$ cat src/include/dcg_pkg.sv
// dcg_pkg: constants, types and register map of the dual oscillator clock generator.
// assumes a single mclk domain; oscillators are sampled as ordinary inputs.
package dcg_pkg;

    // register offsets on the plain register port
    localparam logic [3:0] DCG_ADDR_CLKSRC = 4'h0;
    localparam logic [3:0] DCG_ADDR_OSCCTL = 4'h1;
    localparam logic [3:0] DCG_ADDR_RELOAD = 4'h2;
    localparam logic [3:0] DCG_ADDR_PWRCTL = 4'h3;
    localparam logic [3:0] DCG_ADDR_SPEED = 4'h4;
    localparam logic [3:0] DCG_ADDR_STATUS = 4'h5;

    // field positions
    localparam int DCG_BIT_CKS = 0;
    localparam int DCG_BIT_PRI_EN = 0;
    localparam int DCG_BIT_SEC_EN = 1;
    localparam int DCG_BIT_T0SEL = 2;
    localparam int DCG_BIT_IDLE = 0;
    localparam int DCG_BIT_PWD = 1;
    localparam int DCG_BIT_X2 = 0;

    // reload reset value, all-ones bypass value and span
    localparam logic [7:0] DCG_RELOAD_RST = 8'hFF;
    localparam logic [7:0] DCG_RELOAD_MAX = 8'hFF;
    localparam logic [8:0] DCG_RELOAD_SPAN = 9'h0FF;

    typedef enum logic [1:0] {
        DCG_RUN,
        DCG_IDLE,
        DCG_PWD
    } dcg_mode_e;

    // register port request carrier
    typedef struct packed {
        logic [3:0] addr;
        logic [7:0] wdata;
        logic wr;
        logic rd;
    } dcg_req_s;

    // wake-up events from the interrupt side
    typedef struct packed {
        logic any_irq;
        logic ext_irq;
        logic kbd_irq;
    } dcg_wake_s;

endpackage

$ cat src/core/dcg_clock_gen.sv
// dcg_clock_gen: source select, prescaler, double speed, idle and power-down control.
// assumes oscillators and timer pin are asynchronous levels sampled by mclk,
// and that the interrupt controller reports wake events on mclk.
//
// The register addresses and the plain strobed port are this design's own decisions.
`timescale 1ns/1ps

module dcg_clock_gen
    import dcg_pkg::*;
(
    input wire logic mclk,
    input wire logic sys_rst,
    input wire dcg_req_s req,
    output logic [7:0] rdata,
    input wire dcg_wake_s wake,
    input wire logic startup_source_fuse,
    input wire logic primary_clock_source,
    input wire logic secondary_clock_source,
    input wire logic timer_zero_input_pin,
    input wire logic sub_clock,
    output logic primary_stop_signal,
    output logic secondary_stop_signal,
    output logic cpu_clk,
    output logic periph_clk,
    output logic timer_zero_clk,
    output logic cpu_clk_en,
    output logic [1:0] mode_state
);

    ////////////////////////////////////////////////////////////////////////////
    // input synchronisers; first stage only feeds second stage

    logic [4:0] sync1_r;
    logic [4:0] sync2_r;
    // left unreset on purpose: the fuse level must already stand in the second
    // stage when reset releases, or the configuration load would see zero
    always_ff @(posedge mclk) begin
        sync1_r <= {sub_clock, timer_zero_input_pin, secondary_clock_source,
                    primary_clock_source, startup_source_fuse};
        sync2_r <= sync1_r;
    end
    logic fuse_s;
    logic pri_s;
    logic sec_s;
    logic t0pin_s;
    logic sub_s;
    assign fuse_s = sync2_r[0];
    assign pri_s = sync2_r[1];
    assign sec_s = sync2_r[2];
    assign t0pin_s = sync2_r[3];
    assign sub_s = sync2_r[4];

    ////////////////////////////////////////////////////////////////////////////
    // fuse capture: reset configuration is applied in the cycle after release

    logic cfg_pend_r;
    always_ff @(posedge mclk) begin
        if (sys_rst) begin
            cfg_pend_r <= 1'b1;
        end else begin
            cfg_pend_r <= 1'b0;
        end
    end

    ////////////////////////////////////////////////////////////////////////////
    // oscillator control register

    logic cks_r;
    logic pri_en_r;
    logic sec_en_r;
    logic t0sel_r;
    always_ff @(posedge mclk) begin
        if (sys_rst) begin
            cks_r <= 1'b1;
            pri_en_r <= 1'b1;
            sec_en_r <= 1'b0;
            t0sel_r <= 1'b0;
        end else if (cfg_pend_r) begin
            // fuse sampled after release, never under reset
            cks_r <= fuse_s;
            pri_en_r <= fuse_s;
            sec_en_r <= ~fuse_s;
        end else if (req.wr) begin
            // idle or power-down exit never touches these
            if (req.addr == DCG_ADDR_CLKSRC) begin
                cks_r <= req.wdata[DCG_BIT_CKS];
            end
            if (req.addr == DCG_ADDR_OSCCTL) begin
                // invalid combinations are software's burden
                pri_en_r <= req.wdata[DCG_BIT_PRI_EN];
                sec_en_r <= req.wdata[DCG_BIT_SEC_EN];
                t0sel_r <= req.wdata[DCG_BIT_T0SEL];
            end
        end
    end

    ////////////////////////////////////////////////////////////////////////////
    // prescaler reload and double speed request

    logic [7:0] reload_r;
    logic x2_req_r;
    always_ff @(posedge mclk) begin
        if (sys_rst) begin
            reload_r <= DCG_RELOAD_RST;
            x2_req_r <= 1'b0;
        end else if (req.wr && req.addr == DCG_ADDR_RELOAD) begin
            reload_r <= req.wdata; // any value FFh..00h
        end else if (req.wr && req.addr == DCG_ADDR_SPEED) begin
            x2_req_r <= req.wdata[DCG_BIT_X2];
        end
    end

    ////////////////////////////////////////////////////////////////////////////
    // power control: idle and power-down request bits

    logic idle_req_r;
    logic pwd_req_r;
    logic pwd_wr;
    logic idle_wr;
    assign pwd_wr = req.wr && req.addr == DCG_ADDR_PWRCTL && req.wdata[DCG_BIT_PWD];
    assign idle_wr = req.wr && req.addr == DCG_ADDR_PWRCTL && req.wdata[DCG_BIT_IDLE];
    always_ff @(posedge mclk) begin
        if (sys_rst) begin
            pwd_req_r <= 1'b0;
        end else if (pwd_wr) begin
            pwd_req_r <= 1'b1; // set wins over a same-cycle wake
        end else if (pwd_req_r && (wake.ext_irq || wake.kbd_irq)) begin
            pwd_req_r <= 1'b0;
        end
    end
    always_ff @(posedge mclk) begin
        if (sys_rst) begin
            idle_req_r <= 1'b0;
        end else if (idle_wr) begin
            idle_req_r <= 1'b1;
        end else if (idle_req_r && !pwd_req_r && wake.any_irq) begin
            idle_req_r <= 1'b0;
        end
    end

    // power-down takes priority over idle when both bits are set
    dcg_mode_e mode;
    always_comb begin
        case ({pwd_req_r, idle_req_r})
            2'b00: mode = DCG_RUN;
            2'b01: mode = DCG_IDLE;
            2'b10: mode = DCG_PWD;
            2'b11: mode = DCG_PWD;
            default: mode = DCG_RUN;
        endcase
    end
    assign mode_state = mode;

    ////////////////////////////////////////////////////////////////////////////
    // stop signals; enables are kept so the entry oscillator restarts on wake

    always_ff @(posedge mclk) begin
        if (sys_rst) begin
            primary_stop_signal <= 1'b0;
            secondary_stop_signal <= 1'b1;
        end else begin
            primary_stop_signal <= pwd_req_r | ~pri_en_r;
            secondary_stop_signal <= pwd_req_r | ~sec_en_r;
        end
    end

    ////////////////////////////////////////////////////////////////////////////
    // glitch-free source mux: drop old side on its low phase, then raise new

    logic sel_pri_r;
    logic sel_sec_r;
    always_ff @(posedge mclk) begin
        if (sys_rst) begin
            sel_pri_r <= 1'b1;
            sel_sec_r <= 1'b0;
        end else begin
            // a side only changes while its own clock is low
            if (!pri_s) begin
                sel_pri_r <= cks_r && !sel_sec_r;
            end
            if (!sec_s) begin
                sel_sec_r <= !cks_r && !sel_pri_r;
            end
        end
    end
    logic osc_mux;
    assign osc_mux = (sel_pri_r & pri_s) | (sel_sec_r & sec_s);

    ////////////////////////////////////////////////////////////////////////////
    // divide-by-two stage and double speed validation

    logic osc_d_r;
    logic half_r;
    logic x2_r;
    logic rise;
    assign rise = osc_mux & ~osc_d_r;
    always_ff @(posedge mclk) begin
        if (sys_rst) begin
            osc_d_r <= 1'b0;
            half_r <= 1'b0;
        end else begin
            osc_d_r <= osc_mux;
            if (rise) begin
                half_r <= ~half_r;
            end
        end
    end
    // x2 is only accepted when the half-rate clock rises
    always_ff @(posedge mclk) begin
        if (sys_rst) begin
            x2_r <= 1'b0;
        end else if (rise && !half_r) begin
            x2_r <= x2_req_r;
        end
    end

    // one tick per period of the stage output: undivided or halved
    logic tick;
    assign tick = x2_r ? rise : (rise && half_r);

    ////////////////////////////////////////////////////////////////////////////
    // reload prescaler: period 255-reload ticks per half cycle of output

    logic [7:0] pcnt_r;
    logic pclk_r;
    logic [7:0] span;
    assign span = 8'(DCG_RELOAD_SPAN - {1'b0, reload_r});
    always_ff @(posedge mclk) begin
        if (sys_rst) begin
            pcnt_r <= 8'h00;
            pclk_r <= 1'b0;
        end else if (reload_r == DCG_RELOAD_MAX) begin
            // all ones: stage output passes straight through
            pcnt_r <= 8'h00;
            pclk_r <= x2_r ? osc_mux : half_r;
        end else if (tick) begin
            // half period of 255-reload ticks gives /2 or /4 times span
            if (pcnt_r + 8'h01 >= span) begin
                pcnt_r <= 8'h00;
                pclk_r <= ~pclk_r;
            end else begin
                pcnt_r <= pcnt_r + 8'h01;
            end
        end
    end

    // with all ones the level follows the oscillator in double speed and the
    // halved stage otherwise, one mclk late; pclk_r is the sampled clock level

    ////////////////////////////////////////////////////////////////////////////
    // gated outputs: cpu stops in idle, cpu and peripheral clocks stop in power-down; timer zero clock is never gated

    always_ff @(posedge mclk) begin
        if (sys_rst) begin
            cpu_clk <= 1'b0;
            periph_clk <= 1'b0;
            cpu_clk_en <= 1'b1;
        end else begin
            cpu_clk <= pclk_r && mode == DCG_RUN;
            periph_clk <= pclk_r && mode != DCG_PWD;
            cpu_clk_en <= mode == DCG_RUN;
        end
    end

    // timer zero clock source
    always_ff @(posedge mclk) begin
        if (sys_rst) begin
            timer_zero_clk <= 1'b0;
        end else begin
            timer_zero_clk <= t0sel_r ? sub_s : t0pin_s;
        end
    end

    ////////////////////////////////////////////////////////////////////////////
    // register read port, data one cycle after the strobe

    logic [7:0] rd_nxt;
    always_comb begin
        case (req.addr)
            DCG_ADDR_CLKSRC: rd_nxt = {7'h00, cks_r};
            DCG_ADDR_OSCCTL: rd_nxt = {5'h00, t0sel_r, sec_en_r, pri_en_r};
            DCG_ADDR_RELOAD: rd_nxt = reload_r;
            DCG_ADDR_PWRCTL: rd_nxt = {6'h00, pwd_req_r, idle_req_r};
            DCG_ADDR_SPEED: rd_nxt = {7'h00, x2_req_r};
            DCG_ADDR_STATUS: rd_nxt = {3'h0, x2_r, sel_sec_r, sel_pri_r, mode};
            default: rd_nxt = 8'h00;
        endcase
    end
    always_ff @(posedge mclk) begin
        if (sys_rst) begin
            rdata <= 8'h00;
        end else if (req.rd) begin
            rdata <= rd_nxt;
        end else begin
            rdata <= 8'h00;
        end
    end

endmodule

$ cat config.mk
export PLATFORM = sky130hd
export DESIGN_NAME = dcg_clock_gen
export DESIGN_NICKNAME = d
export VERILOG_FILES = /design/src/include/dcg_pkg.sv /design/src/core/dcg_clock_gen.sv
export SDC_FILE = /design/constraint.sdc
export NUM_CORES = 1
export LEC_CHECK = 0
export BUFFER_PORTS_ARGS = -buffer_cell sky130_fd_sc_hd__buf_2
export CAP_MARGIN = 25
export CELL_PAD_IN_SITES_DETAIL_PLACEMENT = 2
export CELL_PAD_IN_SITES_GLOBAL_PLACEMENT = 2
export CORE_MARGIN = 2
export CORE_UTILIZATION = 30
export CTS_CLUSTER_DIAMETER = 200
export CTS_CLUSTER_SIZE = 24
export DETAILED_ROUTE_END_ITERATION = 7
export PLACE_DENSITY = 0.85
export REMOVE_ABC_BUFFERS = 1
export SYNTH_ARGS = -nofsm -noshare
export SYNTH_HDL_FRONTEND = slang
export SYNTH_SLANG_ARGS = --single-unit
$ cat constraint.sdc
create_clock -name mclk -period 2.2 [get_ports mclk]
set_input_delay 0.44 -clock mclk [delete_from_list [all_inputs] [get_ports mclk]]
set_output_delay 0.44 -clock mclk [all_outputs]
set_load 0.05 [all_outputs]
# ---- After elaboration in Yosys (flattened, before gate mapping)
# Index checks and enable logic that the tools add are counted.
dict set report word_totals {
  register_bits 54
  input_bits 24
  out_inout_bits 16
  word_cells 114
}
dict set report op_classes {
  addsub 2
  magnitude_cmp 1
  n_eq_ne 10
  n_mux 23
  bitwise 15
  n_reduce_logical 38
}
# op count
set ops {}
lappend ops {{8-bit case mux with 6 select lines} 1}
lappend ops {{1-bit two-way mux} 20}
lappend ops {{1-bit logical AND} 14}
lappend ops {{2-bit nonzero test} 7}
lappend ops {{1-bit inverter} 9}
lappend ops {{8-bit by 1-bit adder with 8-bit output (second input constant)} 1}
lappend ops {{4-bit by 2-bit == test with 1-bit output (second input constant)} 2}
lappend ops {{4-bit by 3-bit == test with 1-bit output (second input constant)} 2}
lappend ops {{8-bit == test (second input constant)} 1}
lappend ops {{8-bit greater-or-equal comparator} 1}
lappend ops {{8-bit two-way mux} 1}
lappend ops {{2-bit AND reduction} 4}
lappend ops {{8-bit subtractor (first input constant)} 1}
lappend ops {{2-bit case mux with 3 select lines} 1}
lappend ops {{2-bit OR reduction} 3}
lappend ops {{1-bit logical NOT} 5}
lappend ops {{2-bit == test (second input constant)} 2}
lappend ops {{4-bit by 1-bit == test with 1-bit output (second input constant)} 1}
lappend ops {{2-bit logical NOT} 2}
lappend ops {{4-bit logical NOT} 1}
lappend ops {{1-bit bitwise AND} 3}
lappend ops {{1-bit OR} 3}
lappend ops {{3-bit AND reduction} 1}
lappend ops {{2-bit by 1-bit == test with 1-bit output (second input constant)} 1}
lappend ops {{2 further kinds} 2}

# ---- Depth between registers and ports, before layout
# Gate-level depths: netlist (run 1).
dict set report depth {
  word_depth 7
  ltp_mapped 11
  ltp_nobuf 10
}

# ---- Worst setup path before layout (run 1)
# No wires, ideal clock.
dict set report synth_timing {
  kind {reg2reg}
  from {register pcnt_r[0]}
  to {register pclk_r}
  setup_time_ps 117
  arrival_ps 2161
  required_time_ps 2083
  setup_slack_ps -78
  stages_incl_launch_ff 12
  path_buffers 1
  synth_period_minus_slack_ps 2278
  cell_sequence {dfxtp_1 > ha_1 > nand3_1 > nor2_1 > xor2_1 > ha_1 > o21ai_0 > nor2_1 > a211oi_2 > buf_6 > mux2i_1 > nand2_1}
}
dict set report synth_via {
  elab_chain_len 4
}
# element line
set synth_lines {}
lappend synth_lines {{start, declared} dcg_clock_gen.sv:224} ;# logic [7:0] pcnt_r;
lappend synth_lines {{start signal, assigned} dcg_clock_gen.sv:242} ;# pcnt_r <= pcnt_r + 8'h01;
lappend synth_lines {{8-bit by 1-bit adder with 8-bit output} dcg_clock_gen.sv:238} ;# if (pcnt_r + 8'h01 >= span) begin
lappend synth_lines {{8-bit greater-or-equal comparator} dcg_clock_gen.sv:238}
lappend synth_lines {{2-bit nonzero test (no line)} --}
lappend synth_lines {{2-bit AND reduction (no line)} --}
lappend synth_lines {{end signal, assigned} dcg_clock_gen.sv:235} ;# pclk_r <= x2_r ? osc_mux : half_r;
lappend synth_lines {{end signal, assigned} dcg_clock_gen.sv:240} ;# pclk_r <= ~pclk_r;
lappend synth_lines {{end, declared} dcg_clock_gen.sv:225} ;# logic pclk_r;
# No other way between the ends.
# A chain may end at the register's enable or synchronous reset.

# ---- Worst setup path after layout (run 1)
dict set report layout_timing {
  from {register pcnt_r[1]}
  to {register pcnt_r[2]}
}
dict set report layout_via {
  elab_chain_len 3
}
# element line
set layout_lines {}
lappend layout_lines {{8-bit by 1-bit adder with 8-bit output (*)} {dcg_clock_gen.sv:238, dcg_clock_gen.sv:242}}
lappend layout_lines {{8-bit greater-or-equal comparator} dcg_clock_gen.sv:238}
lappend layout_lines {{8-bit two-way mux (*)} dcg_clock_gen.sv:238}
# Every way passes the cells marked *; elsewhere a longest branch is shown, timed or not.

==> flow_summary.ini, run 1 <==
[synthesis]
ys_ff_latch = 54
ys_warn_count = 0
ys_seq_area_share_pct = 46.7
synth_area_um2 = 2310
syn_area_per_cell_um2 = 9.14
synth_flop_cell = dfxtp_1
synthCells = 253
synth-edff-count = 0
post_synth_num_cell_types = 42
async_flop_share_pct = 0

[setup_path]
cp.arrival_ps = 2520
critPathCaptureType = register
r2r_slack_ps = -80
start_kind = register
cp.required_ps = 2440
crit_fanout = 6
reg2reg_to = pcnt_r[2]
timing.rr.start = pcnt_r[1]
reg2regPathDepth = 10
critPathKind = reg -> reg

[timing]
period_share_pct = 103
setup_ws_ps = -75.4
rsz0062_at_grt = true
maxSlewViolCount = 0
setup_viol = 8
slew_headroom_pct = 54.3
period_minus_slack_ps = 2280
worst_pin_slew_ps = 684
max_freq_ghz = 0.439
worst_clock_skew_ps = 7.20
finalHoldViolCount = 0

[status]
violations = setup timing
status = finished with violations

[die]
io_pins = 40
die_x_um = 91.8
dieArea_um2 = 8430
die_h_um = 91.8
core_um2 = 7610
start_util_pct = 30.4
rows = 32

[placement]
place_ws_ps = -256
hpwl_um = 5110
gp_congestion = 0.785
port_buffers = 39
postPlaceCellArea_um2 = 2670

[global_route]
met1_usage_pct = 19.9
grt_max_degree = 20
top_usage_layer = met2
use_met2_pct = 32.0
grt_pass1_wl_um = 11400
grt_overflow = 0
grt_use_met3_pct = 3.53
grt_pass1_vias = 2225
grt_util_all_layers_pct = 17.4
antenna_found_initial = 0

[final_layout]
nNetsFinal = 340
design_area_um2 = 2920
fin_util_pct = 38.4
drive_gt1_share_pct = 29.9
fillCellCount = 872
area_growth_pct = 26.1
diodes = 0

[detailed_routing]
drtAntennaViolNets = 0
firstDrtPassIters = 4
routed_wl_um = 7010
wl_per_cell_um = 17.1
drt_iter0_drc = 55
vias_per_cell = 5.01
drc_errors = 0
vias = 2056

[power]
power_leakage_nw = 1.21
peakVddDrop_uv = 239
power_density_nw_per_um2 = 631
p_total_mw = 1.84

[clocking]
clkTransAtPathRegs_ps = 110
holdBufCountCts = 0
clock-sinks = 54
cts_tree = built
root_buffer = clkbuf_8
clock_path_buffers = 2
cts_made_buffers = 5
insertion_delay_ps = 320
htreeDepth = 2

[hold_path]
min_from = startup_source_fuse
whs_endpoint = sync1_r[0]
whs_path_depth = 1
hp-class = in -> reg

[job]
maxCapViolCount = 0
## stage by stage
| stage | TNS [ps] | instances | hold WS, ps |
|---|---|---|---|
| global placement | 0 | 397 | 311 |
| finish | -395 | 410 | 213 |
| floorplan | -1800 | 242 | 310 |
| global route | -2300 | 410 | 187 |
| CTS | -106 | 407 | 203 |
| detailed placement | -1520 | 397 | 318 |
## flip-flops by register name, indices dropped and copies added (netlist names), 5 cells and up
register	count
sync1_r	5
rdata	8
pcnt_r	8
sync2_r	5
reload_r	8
## logic make-up (layout without fill, tap and decap cells)
| family | Yosys count | in the layout | share of synthesized area, % |
|---|---|---|---|
| buffers and inverters | 16 | 71 | 3.84 |
| flip-flops | 54 | 54 | 46.7 |
| multiplexers | 7 | 7 | 3.14 |
| AND/OR/NAND/NOR | 120 | 120 | 28.0 |
| adder cells (fa/ha/maj) | 9 | 9 | 4.87 |
| XOR/XNOR | 6 | 6 | 2.27 |
| AO/OA/AOI/OAI | 41 | 41 | 11.2 |
## synth_stat cells, types with 4 or more instances
master / number / share of area [%]
nand2_1: 39 / 6.3
dfxtp_1: 54 / 47
nor2_1: 22 / 3.6
a21oi_1: 15 / 3.2
ha_1: 9 / 4.9
a22oi_1: 4 / 1.3
nor3_1: 9 / 1.9
o21ai_0: 9 / 1.9
nand3b_1: 9 / 2.9
nand3_1: 8 / 1.7
clkbuf_1: 5 / 0.81
and2_1: 6 / 1.6
nor2b_1: 4 / 1.1
inv_1: 5 / 0.81
mux2i_1: 5 / 2.2
nand4_1: 4 / 1.1
## routing by layer
| layer | part of all wire, % | routed length (um) | vias to the layer above |
|---|---|---|---|
| met5 | 0 | 0 | - |
| met4 | 2.1 | 148 | 0 |
| met3 | 2.9 | 203 | 9 |
| met2 | 52 | 3680 | 35 |
| met1 | 42 | 2980 | 1024 |
| li1 | - | - | 988 |
## worst max path at each step
stage | from | to | depth (start not counted)
after floorplan | pcnt_r[0] | pclk_r | 10
after global placement | pcnt_r[0] | pclk_r | 11
after detailed placement | pcnt_r[0] | pcnt_r[2] | 11
after CTS | pcnt_r[0] | pcnt_r[2] | 10
after global routing | pcnt_r[0] | pcnt_r[2] | 10
final | pcnt_r[1] | pcnt_r[2] | 10
## layout by cell type (no fill, tap or decap), types with 3 or more instances in the layout
cell,synthesis,layout
nand3_2,1,5
dfxtp_1,54,52
nand3_1,8,3
buf_2,3,39
a31oi_1,3,3
nor2_1,22,21
mux2i_1,5,5
and2_1,6,6
nand2_1,39,37
inv_1,5,5
a21oi_2,0,5
a22oi_1,4,4
o21ai_0,9,7
nor3_1,9,9
clkbuf_8,1,5
nor2b_1,4,4
buf_4,0,16
a21oi_1,15,10
ha_1,9,8
nand4_1,4,4
nand3b_1,9,9
nand2b_1,3,3
## report_power, final
part / switching, mW / internal [mW]
sequential: 0.0196 / 1.00
combinational: 0.127 / 0.0846
clock: 0.370 / 0.235
total: 0.517 / 1.32
## final cells by class
cell class	count	area, um2	area share [%]
sequential	54	1090	37.3
multi-input combinational	183	1230	42.3
clock buffer	5	68.8	2.36
tap	102	128	4.37
timing repair buffer	58	353	12.1
clock inverter	3	26.3	0.901
inverter	5	18.8	0.643
## critical path, stage by stage, from the launching register on
cell	delay, ps
dfxtp_4	390
and3_4	190
nand4_1	180
xnor2_2	250
ha_1	290
nand4_1	100
a21oi_2	40
a211oi_2	280
buf_6	180
nand3b_1	100
a31oi_1	210
## repair_timing
item	in CTS	in global routing
buffers inserted	1	3
pin swaps	11	6
cloned	1	0
gates resized for setup	16	14
endpoints found under the setup margin	9	9
hold endpoints to repair	0	0
Power figures use the tool's default switching activity.
==> run 2, diff against run 1 <==
==> constraint.sdc (replaced) <==
create_clock -name mclk -period 2.2 [get_ports mclk]
set_input_delay 0.11 -clock mclk [delete_from_list [all_inputs] [get_ports mclk]]
set_output_delay 0.11 -clock mclk [all_outputs]
set_load 0.05 [all_outputs]
==> flow_summary.ini, run 2 (synthesis results as in run 1) <==
[status]
status = finished with violations
violations = setup timing

[detailed_routing]
vias = 2031
firstDrtPassIters = 4
wl_per_cell_um = 16.1
vias_per_cell = 4.93
drtAntennaViolNets = 0
routed_wl_um = 6640
drt_iter0_drc = 63
drc_errors = 0

[clocking]
cts_tree = built
clock-sinks = 54
clkTransAtPathRegs_ps = 120
insertion_delay_ps = 320
cts_made_buffers = 5
root_buffer = clkbuf_8
clock_path_buffers = 2
htreeDepth = 2

[power]
peakVddDrop_uv = 293
p_total_mw = 1.84
power_density_nw_per_um2 = 630
switching_share_pct = 28.1
cell_internal_pwr_mw = 1.32
p_switching_mw = 0.518
p_clk_share_pct = 33.7
power_leakage_nw = 1.22
power_frac_seq_pct = 55.7
combPwrFrac_pct = 10.7

[job]
maxCapViolCount = 0

[setup_path]
crit_chain = and3_4 > buf_4 > xor2_2 > ha_2 > a2111o_1 > a211oi_2 > buf_6 > mux2i_1 > nand2_1
critPathKind = reg -> reg
cp.required_ps = 2420
crit_fanout = 6
cpMaxStageDelayCell = dfxtp_4
path_delay_family = compound AO/OA/AOI/OAI gates
start_kind = register
slowest_delay_ps = 380
cp.arrival_ps = 2450
critPathCaptureType = register
timing.critical_path.buf_inv = 2
r2r_slack_ps = -30

[final_layout]
multi_input_area_um2 = 1220
mostFrequentLayoutCell = dfxtp_1
diodes = 0
fillCellCount = 859
design_area_um2 = 2920
drive_gt1_share_pct = 28.7
reg_top3 = pcnt_r (8), rdata (8), reload_r (8)
final_cell_mix = dfxtp_1 (51), buf_2 (39), nand2_1 (37)
fin_cells = 412
area_growth_pct = 26.3
nNetsFinal = 342
regArea_um2 = 1090
fin_util_pct = 38.4

[timing]
period_share_pct = 101
finalHoldViolCount = 0
max_freq_ghz = 0.448
whs_ps = 5.49
maxSlewViolCount = 0
period_minus_slack_ps = 2230
worst_clock_skew_ps = 13.5
worst_pin_slew_ps = 573
slew_headroom_pct = 61.7
rsz0062_at_grt = true
setup_viol = 1
finalSetupTns_ps = -30.2
setup_ws_ps = -30.2

[placement]
port_buffers = 39
place_inst = 397
gp_congestion = 0.805
place_ws_ps = -182
hpwl_um = 4910
postPlaceCellArea_um2 = 2670

[die]
rows = 32
io_pins = 40
die_h_um = 91.8
die_x_um = 91.8
core_um2 = 7610
dieArea_um2 = 8430
start_util_pct = 30.4

[hold_path]
hp-class = in -> reg

[global_route]
grt_util_all_layers_pct = 16.5
grt_pass1_vias = 2201
grt_pass1_wl_um = 10900
antenna_found_initial = 0
grt_overflow = 0
grt_max_degree = 32
-- run 2: changes by cell type in the layout (fill, tap and decap cells not counted), sizes merged --
cell / previous run / this run
buf: 58 / 55
dlygate4sd3: 0 / 5
-- run 2: worst paths after layout --
path | from | endpoint | cells past startpoint
max | pcnt_r[0] | pclk_r | 9
min | req[9] | reload_r[7] | 3
max reg2reg | pcnt_r[0] | pclk_r | 9
min reg2reg | sync1_r[1] | sync2_r[1] | 0
-- run 2: timing repair --
item,4_1_cts,5_1_grt
gates resized for setup,18,7
endpoints found under the hold margin,5,0
hold buffers,5,0
pin swaps,18,9
setup buffers,1,0
gates cloned,1,0
setup endpoints to repair,9,9
-- run 2: final cells by class --
class / count / share of cell area [%]
multi-input cells: 183 / 41.8
clock inverters: 3 / 0.985
repair buffers: 60 / 12.6
inverters: 5 / 0.642
well taps: 102 / 4.37
clock buffers: 5 / 2.36
flip-flops and latches: 54 / 37.2
-- run 2: worst min-delay path: cells and delay by family --
family        cells  cell delay [ps]
buf+inv           1               80
simple gates      2              120
-- run 2: power groups by stage --
stage                     Combinational (mW)  Clock, mW  Sequential [mW]
after global placement                 0.174          0             1.05
after global routing                   0.215      0.674             1.03
final                                  0.196      0.620             1.03
after floorplan                       0.0784          0             1.06
after detailed placement               0.180          0             1.05
after CTS                              0.198      0.635             1.03
-- run 2: per-layer routing --
| metal | routed length [um] | global-route usage (%) | share of wire (%) |
|---|---|---|---|
| met5 | 0 | 0 | 0 |
| met4 | 85 | 5.22 | 1.3 |
| met3 | 173 | 3.04 | 2.6 |
| met2 | 3520 | 30.8 | 53 |
| met1 | 2860 | 19.0 | 43 |
